$ cat config.mk
export PLATFORM = sky130hd
export DESIGN_NAME = adcti_control
export DESIGN_NICKNAME = d
export VERILOG_FILES = /design/src/hdl/adcti_pkg.sv /design/src/hdl/adcti_control.sv /design/src/hdl/adcti_irq_arbiter.sv /design/src/hdl/adcti_tad_divider.sv
export SDC_FILE = /design/constraint.sdc
export NUM_CORES = 1
export LEC_CHECK = 0
export BUFFER_PORTS_ARGS = -buffer_cell sky130_fd_sc_hd__buf_2
export CAP_MARGIN = 20
export CORE_AREA = 4 4 276 278
export CTS_BUF_LIST = sky130_fd_sc_hd__clkbuf_8
export CTS_CLUSTER_SIZE = 14
export DETAILED_ROUTE_END_ITERATION = 16
export DIE_AREA = 0 0 280 282
export MAX_ROUTING_LAYER = met4
export PLACE_DENSITY = 0.67
export SKIP_CTS_REPAIR_TIMING = 1
export SYNTH_ARGS = -nofsm -noshare
export SYNTH_HDL_FRONTEND = slang
export SYNTH_SLANG_ARGS = --single-unit
$ cat constraint.sdc
create_clock -name clk_sys -period 145.6 [get_ports clk_sys]
set_clock_uncertainty 0.05 [all_clocks]
set_input_delay 21.84 -clock clk_sys [delete_from_list [all_inputs] [get_ports clk_sys]]
set_output_delay 21.84 -clock clk_sys [all_outputs]
set_load 0.01 [all_outputs]
$ cat src/hdl/adcti_pkg.sv
// Shared constants and carrier types of the converter trigger and interrupt block
package adcti_pkg;

  // Field positions inside the three control words
  localparam int CR1_ON_BIT       = 15;
  localparam int CR1_CONVERSION_TRIGGER_SOURCE_HI      = 7;
  localparam int CR1_CONVERSION_TRIGGER_SOURCE_LO      = 5;
  localparam int CR1_AUTO_SAMPLE_START_BIT     = 2;
  localparam int CR2_INPUT_SCAN_ENABLE_BIT    = 10;
  localparam int CR2_SMPI_HI      = 5;
  localparam int CR2_SMPI_LO      = 2;
  localparam int CR3_SAMC_HI      = 12;
  localparam int CR3_SAMC_LO      = 8;
  localparam int CR3_ADCS_HI      = 7;
  localparam int CR3_ADCS_LO      = 0;

  // Trigger source codes
  localparam logic [2:0] TRIG_MANUAL  = 3'h0;
  localparam logic [2:0] TRIG_AUTO    = 3'h7;

  // Conversion length in conversion-clock periods
  localparam logic [3:0] CONV_TADS    = 4'hc;

  // Interrupt controller figures
  localparam int          NUM_VEC       = 64;
  localparam int          NUM_IRQ       = 64;
  localparam logic [5:0]  ADC_VECTOR    = 6'h1b;
  localparam int          ADC_IRQ_NUM   = 32;
  localparam logic [2:0]  PRIO_RESET    = 3'h4;
  localparam logic [1:0]  SUBPRIO_RESET = 2'h0;
  localparam logic [2:0]  PRIO_OFF      = 3'h0;
  localparam logic [31:0] VEC_BASE_OFS  = 32'h0000_0200;
  localparam int          VEC_UNIT_SH   = 5;

  // Configuration words as software leaves them
  typedef struct packed {
    logic [15:0] controlRegOne;
    logic [15:0] controlRegTwo;
    logic [15:0] controlRegThree;
    logic [15:0] scanSelectReg;
    logic [15:0] portConfigReg;
    logic [3:0]  positiveInputSel;
  } adcti_cfg_t;

  // One interrupt source as seen by the arbiter
  typedef struct packed {
    logic       flag;
    logic       enable;
    logic [2:0] group;
    logic [1:0] sub;
  } adcti_src_t;

endpackage : adcti_pkg

$ cat src/hdl/adcti_control.sv
// Converter sampling, conversion trigger and interrupt control
`timescale 1ns/10ps
module adcti_control
  import adcti_pkg::*;
(
  // Clock and reset
  input  wire logic                       clk_sys,
  input  wire logic                       nrst,
  // Configuration words
  input  wire adcti_cfg_t                 cfg,
  // Sample control bit strobes from software
  input  wire logic                       sampleSetStrobe,
  input  wire logic                       sampleClearStrobe,
  // Interrupt flag, enable and priority from software
  input  wire logic                       irqFlagClear,
  input  wire logic                       converterIrqEnable,
  input  wire logic                       prioWrite,
  input  wire logic [2:0]                 prioWdata,
  input  wire logic [1:0]                 subprioWdata,
  // Other interrupt sources and CPU state
  input  wire adcti_src_t [NUM_VEC-1:0]   otherSources,
  input  wire logic [2:0]                 curGroup,
  input  wire logic [1:0]                 curSub,
  input  wire logic [31:0]                exceptionBase,
  input  wire logic [4:0]                 vectorSpacing,
  // Analog front end
  input  wire logic                       convertDoneAnalog,
  output logic                            sampleActive,
  output logic                            convertActive,
  output logic [3:0]                      channelSel,
  output logic [15:0]                     analogPinMask,
  // Status
  output logic                            sampleControlBit,
  output logic                            conversionDone,
  output logic                            converterIrqFlag,
  output logic [NUM_IRQ-1:0]              irqFlagBits,
  output logic [2:0]                      converterIrqPriority,
  output logic [1:0]                      converterIrqSubpriority,
  // Interrupt controller result
  output logic                            cpuIrqRequest,
  output logic [5:0]                      irqVector,
  output logic [31:0]                     irqVectorAddr
);

  typedef enum logic [1:0] {ST_IDLE, ST_SAMPLE, ST_CONVERT} adcti_state_t;

  adcti_state_t state_reg;
  adcti_state_t state_next;

  logic        moduleOn;
  logic [2:0]  conversionTriggerSource;
  logic        autoSampleStart;
  logic        inputScanEnable;
  logic [3:0]  samplesPerInterrupt;
  logic [4:0]  autoSampleTime;
  logic [7:0]  convClockSel;
  logic        tadTick;

  logic        sample_control_bit_reg;
  logic [4:0]  sampCnt_reg;
  logic [3:0]  convCnt_reg;
  logic [3:0]  smpCnt_reg;
  logic [3:0]  scanPtr_reg;
  logic        done_reg;
  logic        flag_reg;
  logic [2:0]  prio_reg;
  logic [1:0]  sub_reg;

  logic        autoEnd;
  logic        convStart;
  logic        convEnd;
  logic        irqEvent;
  logic [4:0]  sampleLimit;
  logic [3:0]  scanNext;
  logic        scanHit;

  adcti_src_t [NUM_VEC-1:0] allSources;

  // Field extraction from the configuration words
  assign moduleOn                = cfg.controlRegOne[CR1_ON_BIT];
  assign conversionTriggerSource = cfg.controlRegOne[CR1_CONVERSION_TRIGGER_SOURCE_HI:CR1_CONVERSION_TRIGGER_SOURCE_LO];
  assign autoSampleStart         = cfg.controlRegOne[CR1_AUTO_SAMPLE_START_BIT];
  assign inputScanEnable         = cfg.controlRegTwo[CR2_INPUT_SCAN_ENABLE_BIT];
  assign samplesPerInterrupt     = cfg.controlRegTwo[CR2_SMPI_HI:CR2_SMPI_LO];
  assign autoSampleTime          = cfg.controlRegThree[CR3_SAMC_HI:CR3_SAMC_LO];
  assign convClockSel            = cfg.controlRegThree[CR3_ADCS_HI:CR3_ADCS_LO];

  // Conversion clock runs only while the module is on
  adcti_tad_divider uTad (
    .clk_sys (clk_sys),
    .nrst    (nrst),
    .run     (moduleOn),
    .divSel  (convClockSel),
    .tadTick (tadTick)
  );

  // A zero sample time still gives one period so sampling is never skipped
  assign sampleLimit = (autoSampleTime == 5'h00) ? 5'h01 : autoSampleTime;

  // Sample time counter ends sampling only in the automatic trigger mode
  assign autoEnd = (state_reg == ST_SAMPLE)
                && (conversionTriggerSource == TRIG_AUTO)
                && tadTick && (sampCnt_reg + 5'h01 >= sampleLimit);

  // Manual trigger: the sample bit falling is the start of conversion
  assign convStart = (state_reg == ST_SAMPLE) && (autoEnd ||
                     (conversionTriggerSource == TRIG_MANUAL && !sample_control_bit_reg));

  // Conversion lasts a fixed number of periods, or until the front end says done
  assign convEnd = (state_reg == ST_CONVERT)
                && (convertDoneAnalog || (tadTick && convCnt_reg == CONV_TADS - 4'h1));

  // Interrupt event once the selected number of samples is complete
  assign irqEvent = convEnd && (smpCnt_reg == samplesPerInterrupt);

  // State machine
  always_comb begin
    state_next = state_reg;
    case (state_reg)
      ST_IDLE: begin
        if (moduleOn && sample_control_bit_reg) begin
          state_next = ST_SAMPLE;
        end
      end
      ST_SAMPLE: begin
        if (!moduleOn) begin
          state_next = ST_IDLE;
        end else if (convStart) begin
          state_next = ST_CONVERT;
        end
      end
      ST_CONVERT: begin
        if (!moduleOn) begin
          state_next = ST_IDLE;
        end else if (convEnd) begin
          state_next = (autoSampleStart && moduleOn) ? ST_SAMPLE : ST_IDLE;
        end
      end
      default: begin
        state_next = ST_IDLE;
      end
    endcase
  end

  always_ff @(posedge clk_sys or negedge nrst) begin
    if (!nrst) begin
      state_reg <= ST_IDLE;
    end else begin
      state_reg <= state_next;
    end
  end

  // Sample control bit: software strobes, cleared by the counter, set again by auto start
  always_ff @(posedge clk_sys or negedge nrst) begin
    if (!nrst) begin
      sample_control_bit_reg <= 1'b0;
    end else if (!moduleOn) begin
      sample_control_bit_reg <= sampleSetStrobe;
    end else if (autoEnd) begin
      sample_control_bit_reg <= 1'b0;
    end else if (convEnd && autoSampleStart) begin
      sample_control_bit_reg <= 1'b1;
    end else if (sampleSetStrobe) begin
      sample_control_bit_reg <= 1'b1;
    end else if (sampleClearStrobe) begin
      sample_control_bit_reg <= 1'b0;
    end
  end

  // Sample time count, only consulted in automatic trigger mode
  always_ff @(posedge clk_sys or negedge nrst) begin
    if (!nrst) begin
      sampCnt_reg <= 5'h00;
    end else if (state_reg != ST_SAMPLE || conversionTriggerSource != TRIG_AUTO) begin
      sampCnt_reg <= 5'h00;
    end else if (tadTick) begin
      sampCnt_reg <= sampCnt_reg + 5'h01;
    end
  end

  // Conversion period count
  always_ff @(posedge clk_sys or negedge nrst) begin
    if (!nrst) begin
      convCnt_reg <= 4'h0;
    end else if (state_reg != ST_CONVERT) begin
      convCnt_reg <= 4'h0;
    end else if (tadTick) begin
      convCnt_reg <= convCnt_reg + 4'h1;
    end
  end

  // Done bit: set at each finished conversion, dropped when the next one starts
  always_ff @(posedge clk_sys or negedge nrst) begin
    if (!nrst) begin
      done_reg <= 1'b0;
    end else if (convEnd) begin
      done_reg <= 1'b1;
    end else if (convStart) begin
      done_reg <= 1'b0;
    end
  end

  // Samples counted toward the next interrupt; a setting of zero fires every sample
  always_ff @(posedge clk_sys or negedge nrst) begin
    if (!nrst) begin
      smpCnt_reg <= 4'h0;
    end else if (!moduleOn) begin
      smpCnt_reg <= 4'h0;
    end else if (irqEvent) begin
      smpCnt_reg <= 4'h0;
    end else if (convEnd) begin
      smpCnt_reg <= smpCnt_reg + 4'h1;
    end
  end

  // Interrupt flag: sticky, set wins over a clear in the same cycle
  always_ff @(posedge clk_sys or negedge nrst) begin
    if (!nrst) begin
      flag_reg <= 1'b0;
    end else if (irqEvent) begin
      flag_reg <= 1'b1;
    end else if (irqFlagClear) begin
      flag_reg <= 1'b0;
    end
  end

  // Priority group and subpriority, group defaults to four
  always_ff @(posedge clk_sys or negedge nrst) begin
    if (!nrst) begin
      prio_reg <= PRIO_RESET;
      sub_reg  <= SUBPRIO_RESET;
    end else if (prioWrite) begin
      prio_reg <= prioWdata;
      sub_reg  <= subprioWdata;
    end
  end

  // Next scan entry after the current pointer, wrapping round
  always_comb begin
    scanNext = scanPtr_reg;
    scanHit  = 1'b0;
    for (int k = 1; k <= 16; k++) begin
      if (!scanHit && cfg.scanSelectReg[4'(scanPtr_reg + 4'(k))]) begin
        scanNext = 4'(scanPtr_reg + 4'(k));
        scanHit  = 1'b1;
      end
    end
  end

  // Scan pointer moves on after each conversion
  always_ff @(posedge clk_sys or negedge nrst) begin
    if (!nrst) begin
      scanPtr_reg <= 4'hf;
    end else if (!inputScanEnable || !moduleOn) begin
      scanPtr_reg <= 4'hf;
    end else if (convEnd && scanHit) begin
      scanPtr_reg <= scanNext;
    end
  end

  // Input select: scan list counts only while scanning is enabled
  always_ff @(posedge clk_sys or negedge nrst) begin
    if (!nrst) begin
      channelSel <= 4'h0;
    end else if (inputScanEnable && scanHit) begin
      channelSel <= scanNext;
    end else begin
      channelSel <= cfg.positiveInputSel;
    end
  end

  // Pins with a cleared configuration bit are analog
  always_ff @(posedge clk_sys or negedge nrst) begin
    if (!nrst) begin
      analogPinMask <= 16'h0000;
    end else begin
      analogPinMask <= ~cfg.portConfigReg;
    end
  end

  // Front end strobes and status, all from flip-flops
  always_ff @(posedge clk_sys or negedge nrst) begin
    if (!nrst) begin
      sampleActive  <= 1'b0;
      convertActive <= 1'b0;
    end else begin
      sampleActive  <= (state_next == ST_SAMPLE);
      convertActive <= (state_next == ST_CONVERT);
    end
  end

  assign sampleControlBit        = sample_control_bit_reg;
  assign conversionDone          = done_reg;
  assign converterIrqFlag        = flag_reg;
  assign converterIrqPriority    = prio_reg;
  assign converterIrqSubpriority = sub_reg;

  // Flag image at the converter's request number
  always_comb begin
    irqFlagBits              = '0;
    irqFlagBits[ADC_IRQ_NUM] = flag_reg;
  end

  // Converter takes its vector slot among the other sources
  always_comb begin
    allSources                    = otherSources;
    allSources[ADC_VECTOR].flag   = flag_reg;
    allSources[ADC_VECTOR].enable = converterIrqEnable;
    allSources[ADC_VECTOR].group  = prio_reg;
    allSources[ADC_VECTOR].sub    = sub_reg;
  end

  // Arbitration across all sources and vector placement
  adcti_irq_arbiter uArb (
    .clk_sys       (clk_sys),
    .nrst          (nrst),
    .sources       (allSources),
    .curGroup      (curGroup),
    .curSub        (curSub),
    .exceptionBase (exceptionBase),
    .vectorSpacing (vectorSpacing),
    .cpuIrqRequest (cpuIrqRequest),
    .irqVector     (irqVector),
    .irqVectorAddr (irqVectorAddr)
  );

endmodule : adcti_control

$ cat src/hdl/adcti_irq_arbiter.sv
// Interrupt arbiter: group, subpriority, natural order and vector address
`timescale 1ns/10ps
module adcti_irq_arbiter
  import adcti_pkg::*;
(
  // Clock and reset
  input  wire logic                 clk_sys,
  input  wire logic                 nrst,
  // Sources, index is vector number
  input  wire adcti_src_t [NUM_VEC-1:0] sources,
  // Level of the routine now running
  input  wire logic [2:0]           curGroup,
  input  wire logic [1:0]           curSub,
  // Vector placement
  input  wire logic [31:0]          exceptionBase,
  input  wire logic [4:0]           vectorSpacing,
  // Result
  output logic                      cpuIrqRequest,
  output logic [5:0]                irqVector,
  output logic [31:0]               irqVectorAddr
);

  logic [NUM_VEC-1:0] live;
  logic [4:0]         key [NUM_VEC];
  logic [4:0]         bestKey;
  logic [5:0]         bestVec;
  logic               anyLive;
  logic [31:0]        addrNext;

  // Per source: pending, enabled and not in group zero
  genvar g;
  generate
    for (g = 0; g < NUM_VEC; g++) begin : gSrc
      assign live[g] = sources[g].flag & sources[g].enable & (sources[g].group != PRIO_OFF);
      assign key[g]  = {sources[g].group, sources[g].sub};
    end
  endgenerate

  // Scan from top vector down; ties go to the lower vector
  always_comb begin
    bestKey = 5'h00;
    bestVec = 6'h00;
    anyLive = 1'b0;
    for (int i = NUM_VEC - 1; i >= 0; i--) begin
      if (live[i] && (!anyLive || key[i] >= bestKey)) begin
        bestKey = key[i];
        bestVec = 6'(i);
        anyLive = 1'b1;
      end
    end
  end

  // Vector address scales with the spacing code
  assign addrNext = exceptionBase + VEC_BASE_OFS
                  + ((32'(bestVec) * 32'(vectorSpacing)) << VEC_UNIT_SH);

  // Preempt only on a higher group, or higher subpriority in the same group
  always_ff @(posedge clk_sys or negedge nrst) begin
    if (!nrst) begin
      cpuIrqRequest <= 1'b0;
      irqVector     <= 6'h00;
      irqVectorAddr <= 32'h0000_0000;
    end else begin
      cpuIrqRequest <= anyLive && (bestKey[4:2] > curGroup ||
                       (bestKey[4:2] == curGroup && bestKey[1:0] > curSub));
      irqVector     <= bestVec;
      irqVectorAddr <= addrNext;
    end
  end

endmodule : adcti_irq_arbiter

$ cat src/hdl/adcti_tad_divider.sv
// Conversion clock divider: one-cycle tick per conversion-clock period
`timescale 1ns/10ps
module adcti_tad_divider
  import adcti_pkg::*;
(
  // Clock and reset
  input  wire logic       clk_sys,
  input  wire logic       nrst,
  // Control
  input  wire logic       run,
  input  wire logic [7:0] divSel,
  // Tick
  output logic            tadTick
);

  logic [8:0] cnt_reg;
  logic [8:0] lastCount;

  // Period is 2*(divSel+1) bus clocks
  assign lastCount = {divSel, 1'b1};

  // Restart on every stop so the first period is always whole
  always_ff @(posedge clk_sys or negedge nrst) begin
    if (!nrst) begin
      cnt_reg <= 9'h000;
      tadTick <= 1'b0;
    end else if (!run) begin
      cnt_reg <= 9'h000;
      tadTick <= 1'b0;
    end else if (cnt_reg >= lastCount) begin
      cnt_reg <= 9'h000;
      tadTick <= 1'b1;
    end else begin
      cnt_reg <= cnt_reg + 9'h001;
      tadTick <= 1'b0;
    end
  end

endmodule : adcti_tad_divider

==> summary.md <==
| Metric | Value |
|---|---|
| Outcome | completed |
| F_max | 0.007322 GHz |
| Worst setup path endpoint | uArb.irqVectorAddr[28] |
| Nets@finish | 5,056 |
| Count leader, synth | nand2_1 |
| Number of port buffers | 624 |
| Total die area | 78,960 um2 |
| Reg2reg start | converterIrqSubpriority[0] |
| Routed wire length | 95.05 mm |
| Post-synthesis cell count | 3,524 |
| Initial core utilization | 34.43% |
| HP Class | register to register |
| Final core utilization | 41.37% |
| Drt wl/cell | 18.32 um |
| Worst-path clk slew | 110 ps |
| Biggest area consumer among synthesized cells | ha_1 |
| Cell Area, Placed | 29,700 um2 |
| Setup tns final | 0 ps |
| Largest net degree at the start of global routing | 79 |
| Worst-Margin Slew | 1147 ps |
| CTS H-tree depth | 3 |
| Share of cells above drive strength 1 | 23.27% |
| Final Cycle Share | 93.80% |
| CP Max Fanout | 14 |
| Vias per cell | 5.709 |
| Gr ovfl total | 0 |
| Crit path capture type | register |
| Most common cell on crit path | ha_1 |
| Root Driver | clkbuf_8 |
| Synth async-reset ratio | 100.0% |
| Flops & latches, synth | 98 |
| Synth Flop Type | dfrtp_1 |
| Area fraction of the dominant cell type after synthesis | 13.52% |
| Slew Viols, Final | 0 |
| Total clock buffers created by CTS | 9 |
| Setup CP Type | primary input to register |
| DP HPWL | 82.26 mm |
| Critical Path Slowest Stage Cell | fa_1 |
| Hold wc startpoint | state_reg[0] |
| R2R Setup Slk | 90,660 ps |
| Die Height | 282 um |
| Worst Path Buf+Inv | 20 |
| Worst Path Required | 145,830 ps |
| Clock tree buffer depth | 2 |
| Area contributors post-synth | ha_1, dfrtp_1, nand2_1 |
| Crit path DAT | 136,810 ps |
| Max stage delay on crit path | 540 ps |
| Setup Viol. Count Final | 0 |
| Die extent in x | 280 um |
| Register area share after synthesis | 9.657% |
| Critical path startpoint category | primary input |
| Mapped Area | 25,460 um2 |
| Core Region | 73,950 um2 |
| Fin area | 30,590 um2 |
| TritonCTS clock tree | built |
| Initial antenna violation count | 43 |
| Num rows | 100 |
| # clock sinks | 98 |
| Largest register FFs | 32 |
| DR iter-0 viols | 1,911 |
| Synth warn | 0 |
| Tot GR Track Use | 23.00% |
| Syn avg cell area | 7.224 um2 |
| Final Hold Vio Count | 0 |
| Delay-heaviest family, CP | compound AO/OA/AOI/OAI gates |
| DR pass1 iterations | 6 |
| Worst-Skew Late Latency | 390 ps |
| Top post-synthesis cells by count | nand2_1, nor2_1, inv_1 |
| Max Cap Viol | 0 |
| Gpl congestion | 0.9821 |
| CP startpoint | otherSources[443] |
| Fin crit period | 136,580 ps |
| Antenna-violating nets left | 0 |
| Detailed-route via count | 29,620 |
| Slew headroom | 22.57% |
| Critical path depth in cells | 588 |
| R2R depth | 277 |
| Critical R2R Capture | uArb.irqVectorAddr[28] |
| DRC violations left | 0 |
| I/O pins | 720 |
| First-pass GRT wire length | 145.3 mm |
| Post-synth EDFFs | 0 |
| Syn-to-layout area delta | 20.17% |
| Vias in the first global route | 27,460 |
| Yosys cell types | 135 |
[layout make-up]
cell class / instances / area (um2)
Multi-Input combinational cell: 3095 / 21910
Antenna cell: 33 / 82.58
Sequential cell: 98 / 2459
Clock inverter: 7 / 76.32
Tap cell: 969 / 1212
Timing Repair Buffer: 700 / 3689
Inverter: 277 / 1040
Clock buffer: 9 / 123.9
Fill cell: 7708 / 43350
[through the flow]
step                      hold slack, ps  instances  setup slack (ps)
final                              441.3       5188              9024
after detailed placement           444.2       5113             93.39
after global routing               466.0       5187            -263.6
after floorplan                    413.4       3586             15680
after global placement             441.2       5112              1334
after CTS                          452.2       5129             69.06
[per-layer routing]
layer | vias up | global-route usage [%] | wire length [um]
met5 | - | - | 0
met4 | 0 | 6.329 | 2417
met3 | 142 | 2.981 | 5790
met2 | 1056 | 39.09 | 45220
met1 | 13880 | 28.81 | 41620
li1 | 14540 | - | -
[worst min-delay path by stage]
| stage | cells after the start | to |
|---|---|---|
| detailed placement | 1 | conversionDone |
| floorplan | 1 | conversionDone |
| CTS | 1 | conversionDone |
| global placement | 1 | conversionDone |
| finish | 1 | conversionDone |
| global route | 1 | conversionDone |
[cells in the final DEF (no fill, tap or decap), types with 43 or more instances in the layout]
master / synthesis / layout
buf_4: 65 / 74
nor2b_1: 47 / 46
a31oi_1: 48 / 43
xnor2_1: 48 / 48
o21a_1: 55 / 54
ha_1: 275 / 275
nor2_1: 295 / 284
nand3_1: 90 / 90
nand2b_1: 102 / 101
conb_1: 1 / 63
buf_2: 6 / 625
and3_1: 53 / 53
mux2i_1: 62 / 60
and2_1: 50 / 48
o21ai_1: 31 / 44
o21ai_0: 241 / 221
inv_1: 276 / 277
a21oi_1: 241 / 234
a21o_1: 59 / 57
nor3_1: 81 / 78
dfrtp_1: 93 / 93
nand2_1: 365 / 360
mux2_2: 54 / 54
[worst reg2reg max path, delay by kind of cell (launching register included)]
kind            cells  cell delay [ps]
fa+ha+maj          37            10980
buf+inv            11             1350
mux                13             4430
compound gates    108            20350
xor+xnor            2              300
flops               1              360
simple gates      106            17070
[logic make-up after synthesis]
kind of cell	count (synthesis)	synth area share, %
xor gates and xnor gates	83	2.855
muxes	134	6.168
AOI/OAI and AO/OA	1220	34.07
buffers and inverters	393	6.841
adders and majority gates	300	15.01
and+or+nand+nor	1295	25.38
other	1	0.01473
DFF	98	9.657
Power is left out: the tool's default activity adds up to more than one toggle a clock period on the data nets, which glitch-free logic cannot reach.
